===== src/core/sef_pkg.sv =====
/*
 * Constants shared by the serial error and busy flag logic.
 * Assumes a single 50 MHz core clock and a byte-wide serial link.
 */
package sef_pkg;

  // ****************************************************************
  // Clock and timing
  // ****************************************************************

  // Core clock period in nanoseconds.
  localparam int CORE_CLK_PERIOD_NS = 20;
  // Delay from a data write to the busy flag, in core clock periods.
  localparam int BUSY_DELAY_CYCLES = 2;

  // ****************************************************************
  // Frame layout and reset values
  // ****************************************************************

  // Bits in one serial frame.
  localparam int FRAME_BITS = 8;
  // Width of the bit counter within a frame.
  localparam int BIT_COUNT_WIDTH = 3;
  // Last bit index of a frame.
  localparam logic [2:0] LAST_BIT_INDEX = 3'h7;
  // Reset value of every data and shift register.
  localparam logic [7:0] DATA_RESET = 8'h00;
  // Reset value of the transmit empty flag.
  localparam logic TX_EMPTY_RESET = 1'b1;

endpackage : sef_pkg


===== src/core/sef_error_flags.sv =====
/*
 * Error detection and busy flag timing for a synchronous serial port.
 * Assumes software access strobes are one-cycle pulses on core_clk and
 * that the serial clock, data and select pins are asynchronous.
 */
//
// Contract
// - The busy flag rises two core clock periods after a data write, never in the same cycle.
// - As master, a low select pin (hardware mode) or low internal select bit sets mode fault.
// - A mode fault sets its flag and raises the error request when error interrupts are enabled.
// - A mode fault clears the peripheral enable, which drops serial_out_en; serial_out itself is not gated.
// - A mode fault clears the master select bit so the port falls back to slave.
// - Mode fault clears only on a status access while set followed by a control one write.
// - Writes that try to set enable or master select are ignored while mode fault is set.
// - A slave never sets mode fault, and a flag left set after the fall to slave persists.
// - Overrun is detected when a byte completes while receive not empty is still set.
// - Overrun sets its flag and raises the error request when error interrupts are enabled.
// - During overrun the old byte stays readable and the new and later bytes are dropped.
// - Overrun clears only when a data read is followed by a status read.
// - With checking enabled, a received check byte differing from the receive check sets error.
`timescale 1ns/1ns

module sef_error_flags
  import sef_pkg::*;
(
  // Clock and reset.
  input wire logic core_clk,
  input wire logic reset_n,
  // Serial link pins.
  input wire logic link_clk_pin,
  input wire logic serial_in_pin,
  input wire logic slave_select_pin,
  output logic serial_out,
  output logic serial_out_en,
  // Control register one writes.
  input wire logic control_register_one_write,
  input wire logic wr_peripheral_enable_bit,
  input wire logic wr_master_select_bit,
  // Static configuration bits.
  input wire logic soft_select_mode,
  input wire logic internal_select_bit,
  input wire logic crc_enable_bit,
  input wire logic error_irq_enable,
  input wire logic crc_next_frame,
  input wire logic [7:0] rx_check_register,
  // Data and status register accesses.
  input wire logic data_register_write,
  input wire logic [7:0] data_write_value,
  input wire logic data_register_read,
  input wire logic status_register_read,
  input wire logic status_register_write,
  input wire logic crc_flag_clear,
  // Control and status outputs.
  output logic peripheral_enable_bit,
  output logic master_select_bit,
  output logic [7:0] data_read_value,
  output logic rx_not_empty_flag,
  output logic tx_empty_flag,
  output logic busy_flag,
  output logic mode_fault_flag,
  output logic overrun_flag,
  output logic crc_mismatch_flag,
  output logic error_irq
);

  // ****************************************************************
  // Pin synchronisers
  // ****************************************************************

  logic [1:0] sclk_sync_reg;
  logic sclk_prev_reg;
  logic [1:0] sin_sync_reg;
  logic [1:0] nss_sync_reg;
  logic sclk_rise;
  logic sclk_fall;

  // Two flops per pin; only the second stage feeds any logic.
  always_ff @(posedge core_clk or negedge reset_n) begin
    if (!reset_n) begin
      sclk_sync_reg <= 2'h0;
      sclk_prev_reg <= 1'b0;
      sin_sync_reg <= 2'h0;
      nss_sync_reg <= 2'h3;
    end else begin
      sclk_sync_reg <= {sclk_sync_reg[0], link_clk_pin};
      sclk_prev_reg <= sclk_sync_reg[1];
      sin_sync_reg <= {sin_sync_reg[0], serial_in_pin};
      nss_sync_reg <= {nss_sync_reg[0], slave_select_pin};
    end
  end

  // Edge detection looks only at the second stage and its delayed copy.
  assign sclk_rise = sclk_sync_reg[1] & ~sclk_prev_reg;
  assign sclk_fall = ~sclk_sync_reg[1] & sclk_prev_reg;

  // ****************************************************************
  // Mode fault and control bits
  // ****************************************************************

  logic enable_reg;
  logic master_reg;
  logic mode_fault_flag_reg;
  logic mode_fault_flag_armed_reg;
  logic select_low;
  logic mode_fault_flag_event;

  // Selection comes from the internal bit in soft mode, else the pin.
  assign select_low = soft_select_mode ? ~internal_select_bit : ~nss_sync_reg[1];
  assign mode_fault_flag_event = master_reg & select_low;

  // A fault drops enable and master; sets are refused while the flag is set.
  always_ff @(posedge core_clk or negedge reset_n) begin
    if (!reset_n) begin
      enable_reg <= 1'b0;
      master_reg <= 1'b0;
    end else if (mode_fault_flag_event) begin
      enable_reg <= 1'b0;
      master_reg <= 1'b0;
    end else if (control_register_one_write) begin
      enable_reg <= wr_peripheral_enable_bit & ~mode_fault_flag_reg;
      master_reg <= wr_master_select_bit & ~mode_fault_flag_reg;
    end
  end

  // Clearing takes a status access first, then a control one write.
  // A new fault in the clearing cycle wins so the event is not lost.
  always_ff @(posedge core_clk or negedge reset_n) begin
    if (!reset_n) begin
      mode_fault_flag_reg <= 1'b0;
      mode_fault_flag_armed_reg <= 1'b0;
    end else if (mode_fault_flag_event) begin
      mode_fault_flag_reg <= 1'b1;
      mode_fault_flag_armed_reg <= 1'b0;
    end else if (mode_fault_flag_reg && mode_fault_flag_armed_reg && control_register_one_write) begin
      mode_fault_flag_reg <= 1'b0;
      mode_fault_flag_armed_reg <= 1'b0;
    end else if (mode_fault_flag_reg && (status_register_read || status_register_write)) begin
      mode_fault_flag_armed_reg <= 1'b1;
    end
  end

  // ****************************************************************
  // Shifting and reception
  // ****************************************************************

  logic [7:0] rx_shift_reg;
  logic [BIT_COUNT_WIDTH-1:0] bit_count_reg;
  logic [7:0] tx_shift_reg;
  logic byte_done;
  logic [7:0] rx_byte;

  // Bits are sampled on rising link clock edges while enabled.
  assign byte_done = enable_reg & sclk_rise & (bit_count_reg == LAST_BIT_INDEX);
  assign rx_byte = {rx_shift_reg[6:0], sin_sync_reg[1]};

  always_ff @(posedge core_clk or negedge reset_n) begin
    if (!reset_n) begin
      rx_shift_reg <= DATA_RESET;
      bit_count_reg <= '0;
    end else if (!enable_reg) begin
      bit_count_reg <= '0;
    end else if (sclk_rise) begin
      rx_shift_reg <= rx_byte;
      bit_count_reg <= bit_count_reg + 3'h1;
    end
  end

  // ****************************************************************
  // Transmit path and busy timing
  // ****************************************************************

  logic [BUSY_DELAY_CYCLES-1:0] write_delay_reg;
  logic load_now;

  // The write is carried through a two-stage pipe before busy rises.
  always_ff @(posedge core_clk or negedge reset_n) begin
    if (!reset_n) begin
      write_delay_reg <= '0;
    end else begin
      write_delay_reg <= {write_delay_reg[BUSY_DELAY_CYCLES-2:0], data_register_write};
    end
  end
  assign load_now = write_delay_reg[BUSY_DELAY_CYCLES-1];

  // Busy stays up until a frame ends with nothing left to send or the port is disabled.
  always_ff @(posedge core_clk or negedge reset_n) begin
    if (!reset_n) begin
      busy_flag <= 1'b0;
    end else if (load_now) begin
      busy_flag <= 1'b1;
    end else if (!enable_reg || (byte_done && tx_empty_flag)) begin
      busy_flag <= 1'b0;
    end
  end

  // Transmit empty drops on a write and rises when the shifter takes it.
  always_ff @(posedge core_clk or negedge reset_n) begin
    if (!reset_n) begin
      tx_empty_flag <= TX_EMPTY_RESET;
    end else if (data_register_write) begin
      tx_empty_flag <= 1'b0;
    end else if (load_now) begin
      tx_empty_flag <= 1'b1;
    end
  end

  logic [7:0] tx_hold_reg;

  always_ff @(posedge core_clk or negedge reset_n) begin
    if (!reset_n) begin
      tx_hold_reg <= DATA_RESET;
      tx_shift_reg <= DATA_RESET;
    end else begin
      if (data_register_write) begin
        tx_hold_reg <= data_write_value;
      end
      if (load_now) begin
        tx_shift_reg <= tx_hold_reg;
      end else if (enable_reg && sclk_fall) begin
        tx_shift_reg <= {tx_shift_reg[6:0], 1'b0};
      end
    end
  end

  // Disabling drops only serial_out_en; serial_out still shows the shifter's top bit.
  assign serial_out = tx_shift_reg[7];
  assign serial_out_en = enable_reg;

  // ****************************************************************
  // Receive buffer and overrun
  // ****************************************************************

  logic ovr_armed_reg;
  logic overrun_event;

  assign overrun_event = byte_done & rx_not_empty_flag;

  // During overrun nothing new reaches the buffer.
  always_ff @(posedge core_clk or negedge reset_n) begin
    if (!reset_n) begin
      data_read_value <= DATA_RESET;
    end else if (byte_done && !rx_not_empty_flag && !overrun_flag) begin
      data_read_value <= rx_byte;
    end
  end

  // A completed byte sets receive not empty ahead of a same-cycle read.
  always_ff @(posedge core_clk or negedge reset_n) begin
    if (!reset_n) begin
      rx_not_empty_flag <= 1'b0;
    end else if (byte_done && !overrun_flag && !rx_not_empty_flag) begin
      rx_not_empty_flag <= 1'b1;
    end else if (data_register_read) begin
      rx_not_empty_flag <= 1'b0;
    end
  end

  // Overrun clears on a data read then a status read; a new one wins.
  always_ff @(posedge core_clk or negedge reset_n) begin
    if (!reset_n) begin
      overrun_flag <= 1'b0;
      ovr_armed_reg <= 1'b0;
    end else if (overrun_event) begin
      overrun_flag <= 1'b1;
      ovr_armed_reg <= 1'b0;
    end else if (overrun_flag && ovr_armed_reg && status_register_read) begin
      overrun_flag <= 1'b0;
      ovr_armed_reg <= 1'b0;
    end else if (overrun_flag && data_register_read) begin
      ovr_armed_reg <= 1'b1;
    end
  end

  // ****************************************************************
  // Check byte compare and error request
  // ****************************************************************

  // The byte completing while crc_next_frame is set is compared with the receive value.
  always_ff @(posedge core_clk or negedge reset_n) begin
    if (!reset_n) begin
      crc_mismatch_flag <= 1'b0;
    end else if (crc_enable_bit && crc_next_frame && byte_done
                 && (rx_byte != rx_check_register)) begin
      crc_mismatch_flag <= 1'b1;
    end else if (crc_flag_clear) begin
      crc_mismatch_flag <= 1'b0;
    end
  end

  assign error_irq = error_irq_enable
                     & (mode_fault_flag_reg | overrun_flag | crc_mismatch_flag);
  assign peripheral_enable_bit = enable_reg;
  assign master_select_bit = master_reg;
  assign mode_fault_flag = mode_fault_flag_reg;

  // ****************************************************************
  // Checks
  // ****************************************************************

  // Busy is written two edges after the write edge, so it is first sampled high one edge later.
  AST_BUSY_DELAY: assert property (
    @(posedge core_clk) disable iff (!reset_n)
    data_register_write |=> ##2 busy_flag)
    else $error("Busy did not rise two cycles after a data write.");

  AST_BUSY_NOT_EARLY: assert property (
    @(posedge core_clk) disable iff (!reset_n)
    (data_register_write && !busy_flag && !load_now && !write_delay_reg[0])
      |=> !busy_flag ##1 !busy_flag)
    else $error("Busy rose too early after a data write.");

  AST_MODE_FAULT_FLAG_SET: assert property (
    @(posedge core_clk) disable iff (!reset_n)
    (master_select_bit && select_low) |=> mode_fault_flag && !master_select_bit
                                          && !peripheral_enable_bit)
    else $error("Mode fault did not set and drop the port.");

  AST_OUT_RELEASED: assert property (
    @(posedge core_clk) disable iff (!reset_n)
    $rose(mode_fault_flag) |-> !serial_out_en)
    else $error("Link output still enabled after a mode fault.");

  AST_NO_SET_UNDER_MODE_FAULT_FLAG: assert property (
    @(posedge core_clk) disable iff (!reset_n)
    (mode_fault_flag && !peripheral_enable_bit && !master_select_bit)
      |=> !peripheral_enable_bit && !master_select_bit)
    else $error("Enable was set while mode fault was set.");

  AST_SLAVE_NO_MODE_FAULT_FLAG: assert property (
    @(posedge core_clk) disable iff (!reset_n)
    (!master_select_bit && !mode_fault_flag) |=> !mode_fault_flag)
    else $error("A slave set mode fault.");

  AST_MODE_FAULT_FLAG_CLEAR_ORDER: assert property (
    @(posedge core_clk) disable iff (!reset_n)
    $fell(mode_fault_flag) |-> $past(control_register_one_write) && $past(mode_fault_flag_armed_reg))
    else $error("Mode fault cleared without the access sequence.");

  AST_OVR_SET: assert property (
    @(posedge core_clk) disable iff (!reset_n)
    (byte_done && rx_not_empty_flag) |=> overrun_flag)
    else $error("Overrun not flagged.");

  AST_OVR_KEEPS_DATA: assert property (
    @(posedge core_clk) disable iff (!reset_n)
    overrun_flag |=> $stable(data_read_value))
    else $error("Receive buffer changed during overrun.");

  AST_OVR_CLEAR: assert property (
    @(posedge core_clk) disable iff (!reset_n)
    $fell(overrun_flag) |-> $past(status_register_read) && $past(ovr_armed_reg))
    else $error("Overrun cleared out of order.");

  AST_CRC_SET: assert property (
    @(posedge core_clk) disable iff (!reset_n)
    (crc_enable_bit && crc_next_frame && byte_done && rx_byte != rx_check_register)
      |=> crc_mismatch_flag)
    else $error("Check byte mismatch not flagged.");

  AST_IRQ: assert property (
    @(posedge core_clk) disable iff (!reset_n)
    error_irq == (error_irq_enable && (mode_fault_flag || overrun_flag || crc_mismatch_flag)))
    else $error("Error request does not follow flags.");

endmodule : sef_error_flags


===== config.mk =====
export PLATFORM = sky130hd
export DESIGN_NAME = sef_error_flags
export DESIGN_NICKNAME = d
export VERILOG_FILES = /design/src/core/sef_pkg.sv /design/src/core/sef_error_flags.sv
export SDC_FILE = /design/constraint.sdc
export NUM_CORES = 1
export LEC_CHECK = 0
export BUFFER_PORTS_ARGS = -buffer_cell sky130_fd_sc_hd__clkbuf_2
export CELL_PAD_IN_SITES_DETAIL_PLACEMENT = 0
export CELL_PAD_IN_SITES_GLOBAL_PLACEMENT = 1
export CORE_MARGIN = 3
export CORE_UTILIZATION = 42
export CTS_BUF_LIST = sky130_fd_sc_hd__clkbuf_16
export CTS_CLUSTER_SIZE = 24
export DETAILED_ROUTE_END_ITERATION = 7
export PLACE_DENSITY_LB_ADDON = 0.1
export REMOVE_ABC_BUFFERS = 1
export SYNTH_ARGS = -nofsm -noshare
export SYNTH_HDL_FRONTEND = slang
export SYNTH_SLANG_ARGS = --single-unit

===== constraint.sdc =====
create_clock -name core_clk -period 1.8 [get_ports core_clk]
set_clock_uncertainty 0.2 [all_clocks]
set_input_delay 0.54 -clock core_clk [delete_from_list [all_inputs] [get_ports core_clk]]
set_output_delay 0.54 -clock core_clk [all_outputs]
set_load 0.02 [all_outputs]

# After elaboration in Yosys (flattened, before gate mapping)
# Cells that the tools add are included.
[word_totals]
ff_bits = 53
inputBits = 34
elab_cells = 98
out_inout_bits = 19
[op_classes]
reduce_logical = 31
n_eq_ne = 3
muxes = 27
add_sub_neg = 1
bitwise_logic = 16
[op_table]
columns = ["operator", "n"]
rows = [
  ["1-bit two-way mux", 23],
  ["8-bit two-way mux", 2],
  ["2-bit nonzero test", 8],
  ["1-bit logical AND", 15],
  ["1-bit bitwise AND", 9],
  ["8-bit inequality test", 1],
  ["3-bit two-way mux", 2],
  ["3-bit nonzero test", 2],
  ["1-bit NOT", 5],
  ["3-bit by 1-bit adder with 3-bit output (second input constant)", 1],
  ["3-bit equality test (second input constant)", 1],
  ["1-bit logical NOT", 3],
  ["1-bit logical OR", 2],
  ["2-bit inequality test (second input constant)", 1],
  ["1-bit OR", 2],
  ["2-bit AND reduction", 1],
]

# Logic depth before layout (Yosys ltp)
[depth]
ltp_word = 8
ltp_mapped = 6
ltp_nobuf = 4

# Worst setup path before layout
# No wires, ideal clock.
[synth_timing]
kind = "reg2out"
from = "reg mode_fault_flag_reg (netlist: mode_fault_flag)"
to = "out error_irq"
stages_incl_launch_ff = 2
n_path_buf = 0
t_arrival_ns = 0.873
path_slack_ns = 0.187
required_time_ns = 1.060
cell_sequence = "dfrtp_1 > o31a_1"
[synth_between]
elab_chain_cells = 3
[synth_lines]
columns = ["item", "line_no", "source"]
rows = [
  ["from (decl)", "sef_error_flags.sv:102", "logic mode_fault_flag_reg;"],
  ["from (signal assigned)", "sef_error_flags.sv:129", "mode_fault_flag_reg <= 1'b0;"],
  ["from (signal assigned)", "sef_error_flags.sv:132", "mode_fault_flag_reg <= 1'b1;"],
  ["from (signal assigned)", "sef_error_flags.sv:135", "mode_fault_flag_reg <= 1'b0;"],
  ["1-bit OR (2 in series)", "sef_error_flags.sv:291", "& (mode_fault_flag_reg | overrun_flag | crc_mismatch_flag);"],
  ["1-bit bitwise AND", "sef_error_flags.sv:291", ""],
  ["to (decl)", "sef_error_flags.sv:63", "output logic error_irq"],
]
# No other way between the ends.

# Worst setup path in the final report
# Ends and elaborated chain as after synthesis.

==> flow_metrics.tcl <==
set metrics [dict create \
    worst_setup_path_end_kind "output pin" \
    wirelength_mm 3.984 \
    period_needed_ns 1.855 \
    die_w_um 78.74 \
    firstDrtPassIters 2 \
    crit_type "reg2out" \
    port_buffers 52 \
    dp_hpwl_mm 2.981 \
    die_h_um 78.74 \
    rsz0062_at_grt "yes" \
    synth_commonest_cells "dfrtp_1 (50), nand2_1 (32), mux2i_1 (10), nor2_1 (10), o21ai_0 (9)" \
    grt_pass1_vias 1473 \
    cp-start-kind "flip-flop" \
    vias_per_cell 4.804 \
    post_drt_wl_per_cell_um 13.24 \
    hold_slack_ns 0.03548 \
    ys_types 37 \
    async_flop_share_pct 100.0 \
    syn2layout_area_growth_pct 23.71 \
    cts_made_buffers 5 \
    synth_edf_count 0 \
    fp-row-count 25 \
    peakVddDrop_mv 0.5946 \
    synth.largest_area_cell "dfrtp_1" \
    ant_nets 0 \
    status "finished with violations" \
    total_power_uw 3070 \
    htree_num_levels 2 \
    max_freq_ghz 0.5392 \
    synth_top_area_share_pct 56.31 \
    drt_iter0_markers 80 \
    coreArea_um2 4911 \
    violations "setup timing" \
    yosysSeqAreaShare_pct 59.85 \
    post-route-period-util_pct 103.0 \
    synthFlopType "dfrtp_1" \
    grt_max_degree 54 \
    power_density_nw_per_um2 1117 \
    place_congestion 0.6726 \
    num_antenna_cells 0 \
    dieArea_um2 6199 \
    synthTopCellsByArea "dfrtp_1 (56%), mux2_4 (5.4%), nand2_1 (5.4%), mux2i_1 (4.5%), mux2_2 (4.1%)" \
    cts_root_buffer "clkbuf_16" \
    hold_viol 0 \
    layout.nets 269 \
    finalSetupViolations 2 \
    required_ns 1.06 \
    hp-class "in2async" \
    ys_seq_elements 53 \
    p_leak_uw 0.001436 \
    yosysWarnings 0 \
    grt_pass1_wl_mm 6.693 \
    max_slew_margin_pct 66.87 \
    fin_util_pct 55.97 \
    final_layout_size_suffix_gt1_share_pct 39.32 \
    overflow 0 \
    ios 53 \
    drv_slew 0 \
    crit_fanout 2 \
    holdBufCountCts 0 \
    clk_path_buf_depth 2 \
    grtUsageTotal_pct 13.98 \
    cts.clk_slew.worst_paths_ns 0.06 \
    syn_area_per_cell_um2 12.63 \
    finalWorstSetupSlack_ns -0.05467 \
    clock-sinks 53 \
    clock_latency_ns 0.29 \
    antenna_found_initial 0 \
    initial_core_util_pct 45.25 \
    max_cap_viol_count 0 \
    worstMarginPinSlew_ns 0.4970 \
    arrival_ns 1.11 \
    cts_tree "done" \
    synthCells 176 \
    synth_most_common_cell "dfrtp_1" \
    synthesis.area_um2 2222 \
    vias 1446 \
    drc 0 \
]
## path summary, 6_finish.rpt
kind                                              start                        endpoint  slack [ns]  cells after the start
max                         mode_fault_flag$_DFFE_PN0N_                       error_irq       -0.05                      2
min                                             reset_n  data_read_value[2]$_DFFE_PN0P_        0.04                      2
max reg2reg                bit_count_reg[0]$_DFFE_PN0P_  data_read_value[6]$_DFFE_PN0P_        0.15                      4
min reg2reg                write_delay_reg[0]$_DFF_PN0_    write_delay_reg[1]$_DFF_PN0_        0.15                      0
max in group asynchronous                       reset_n       nss_sync_reg[1]$_DFF_PN1_        1.06                      2
min in group core_clk                  slave_select_pin       nss_sync_reg[0]$_DFF_PN1_        0.13                      1
## area by class of cell
class	instances	area, um^2
clock inverters	3	46.29
fillers	437	2162
flip-flops and latches	53	1331
multi-input cells	112	824.5
inverters	3	13.76
repair buffers	58	324.1
well taps	67	83.83
clock buffers	5	125.1
## worst max-delay path, cell delays in order, from the launching register on
cell and delay [ns]:
dfrtp_1 0.39, o31a_1 0.31, buf_6 0.13
## layer usage
metal / part of all wire, % / vias to the layer above / GRT usage (%)
met1: 41 / 702 / 16.26
met4: 0.38 / 0 / 4.021
li1: - / 707 / -
met3: 5.6 / 2 / 4.875
met5: 0 / - / 0
met2: 53 / 35 / 24.36
## repair_timing
action | in CTS | in global routing
cloned | 0 | 0
setup buffers | 1 | 2
pin swaps | 0 | 1
endpoints found under the setup margin | 1 | 1
resized for setup | 1 | 3
## through the flow
| stage | instance area (um^2) | std cells | setup TNS [ns] | setup slack [ns] |
|---|---|---|---|---|
| 6_report | 2749 | 301 | -0.08913 | -0.05467 |
| 5_1_grt | 2749 | 301 | -0.1578 | -0.08855 |
| 4_1_cts | 2728 | 299 | -0.07315 | -0.07315 |
| 3_5_place_dp | 2547 | 290 | 0 | 0.1371 |
| 3_3_place_gp | 2547 | 290 | 0 | 0.1740 |
| 2_1_floorplan | 2168 | 168 | 0 | 0.07289 |
## where the power goes
| part | internal (uW) | switching (uW) |
|---|---|---|
| Combinational | 257 | 261 |
| Sequential | 1340 | 137 |
| Clock | 658 | 413 |
## placed cells by master (no fill, tap or decap), types with 2 or more instances in the layout
cell,count
nand2_1,32
mux2i_1,10
dfrtp_1,49
nand4_1,3
clkbuf_16,5
nor2_1,10
a21o_1,2
a21oi_1,2
ha_1,2
dfstp_2,3
o21ai_0,9
mux2_4,8
nor2b_1,2
inv_1,2
clkbuf_2,51
mux2_2,8
xnor2_1,8
buf_4,5
## cell families after synthesis
logic type / share of synthesized area [%]
simple gates: 12.44
flops: 59.85
mux: 13.96
compound gates: 6.025
buf+inv: 3.040
xor+xnor: 3.547
fa+ha+maj: 1.126
Power figures use the tool's default switching activity.
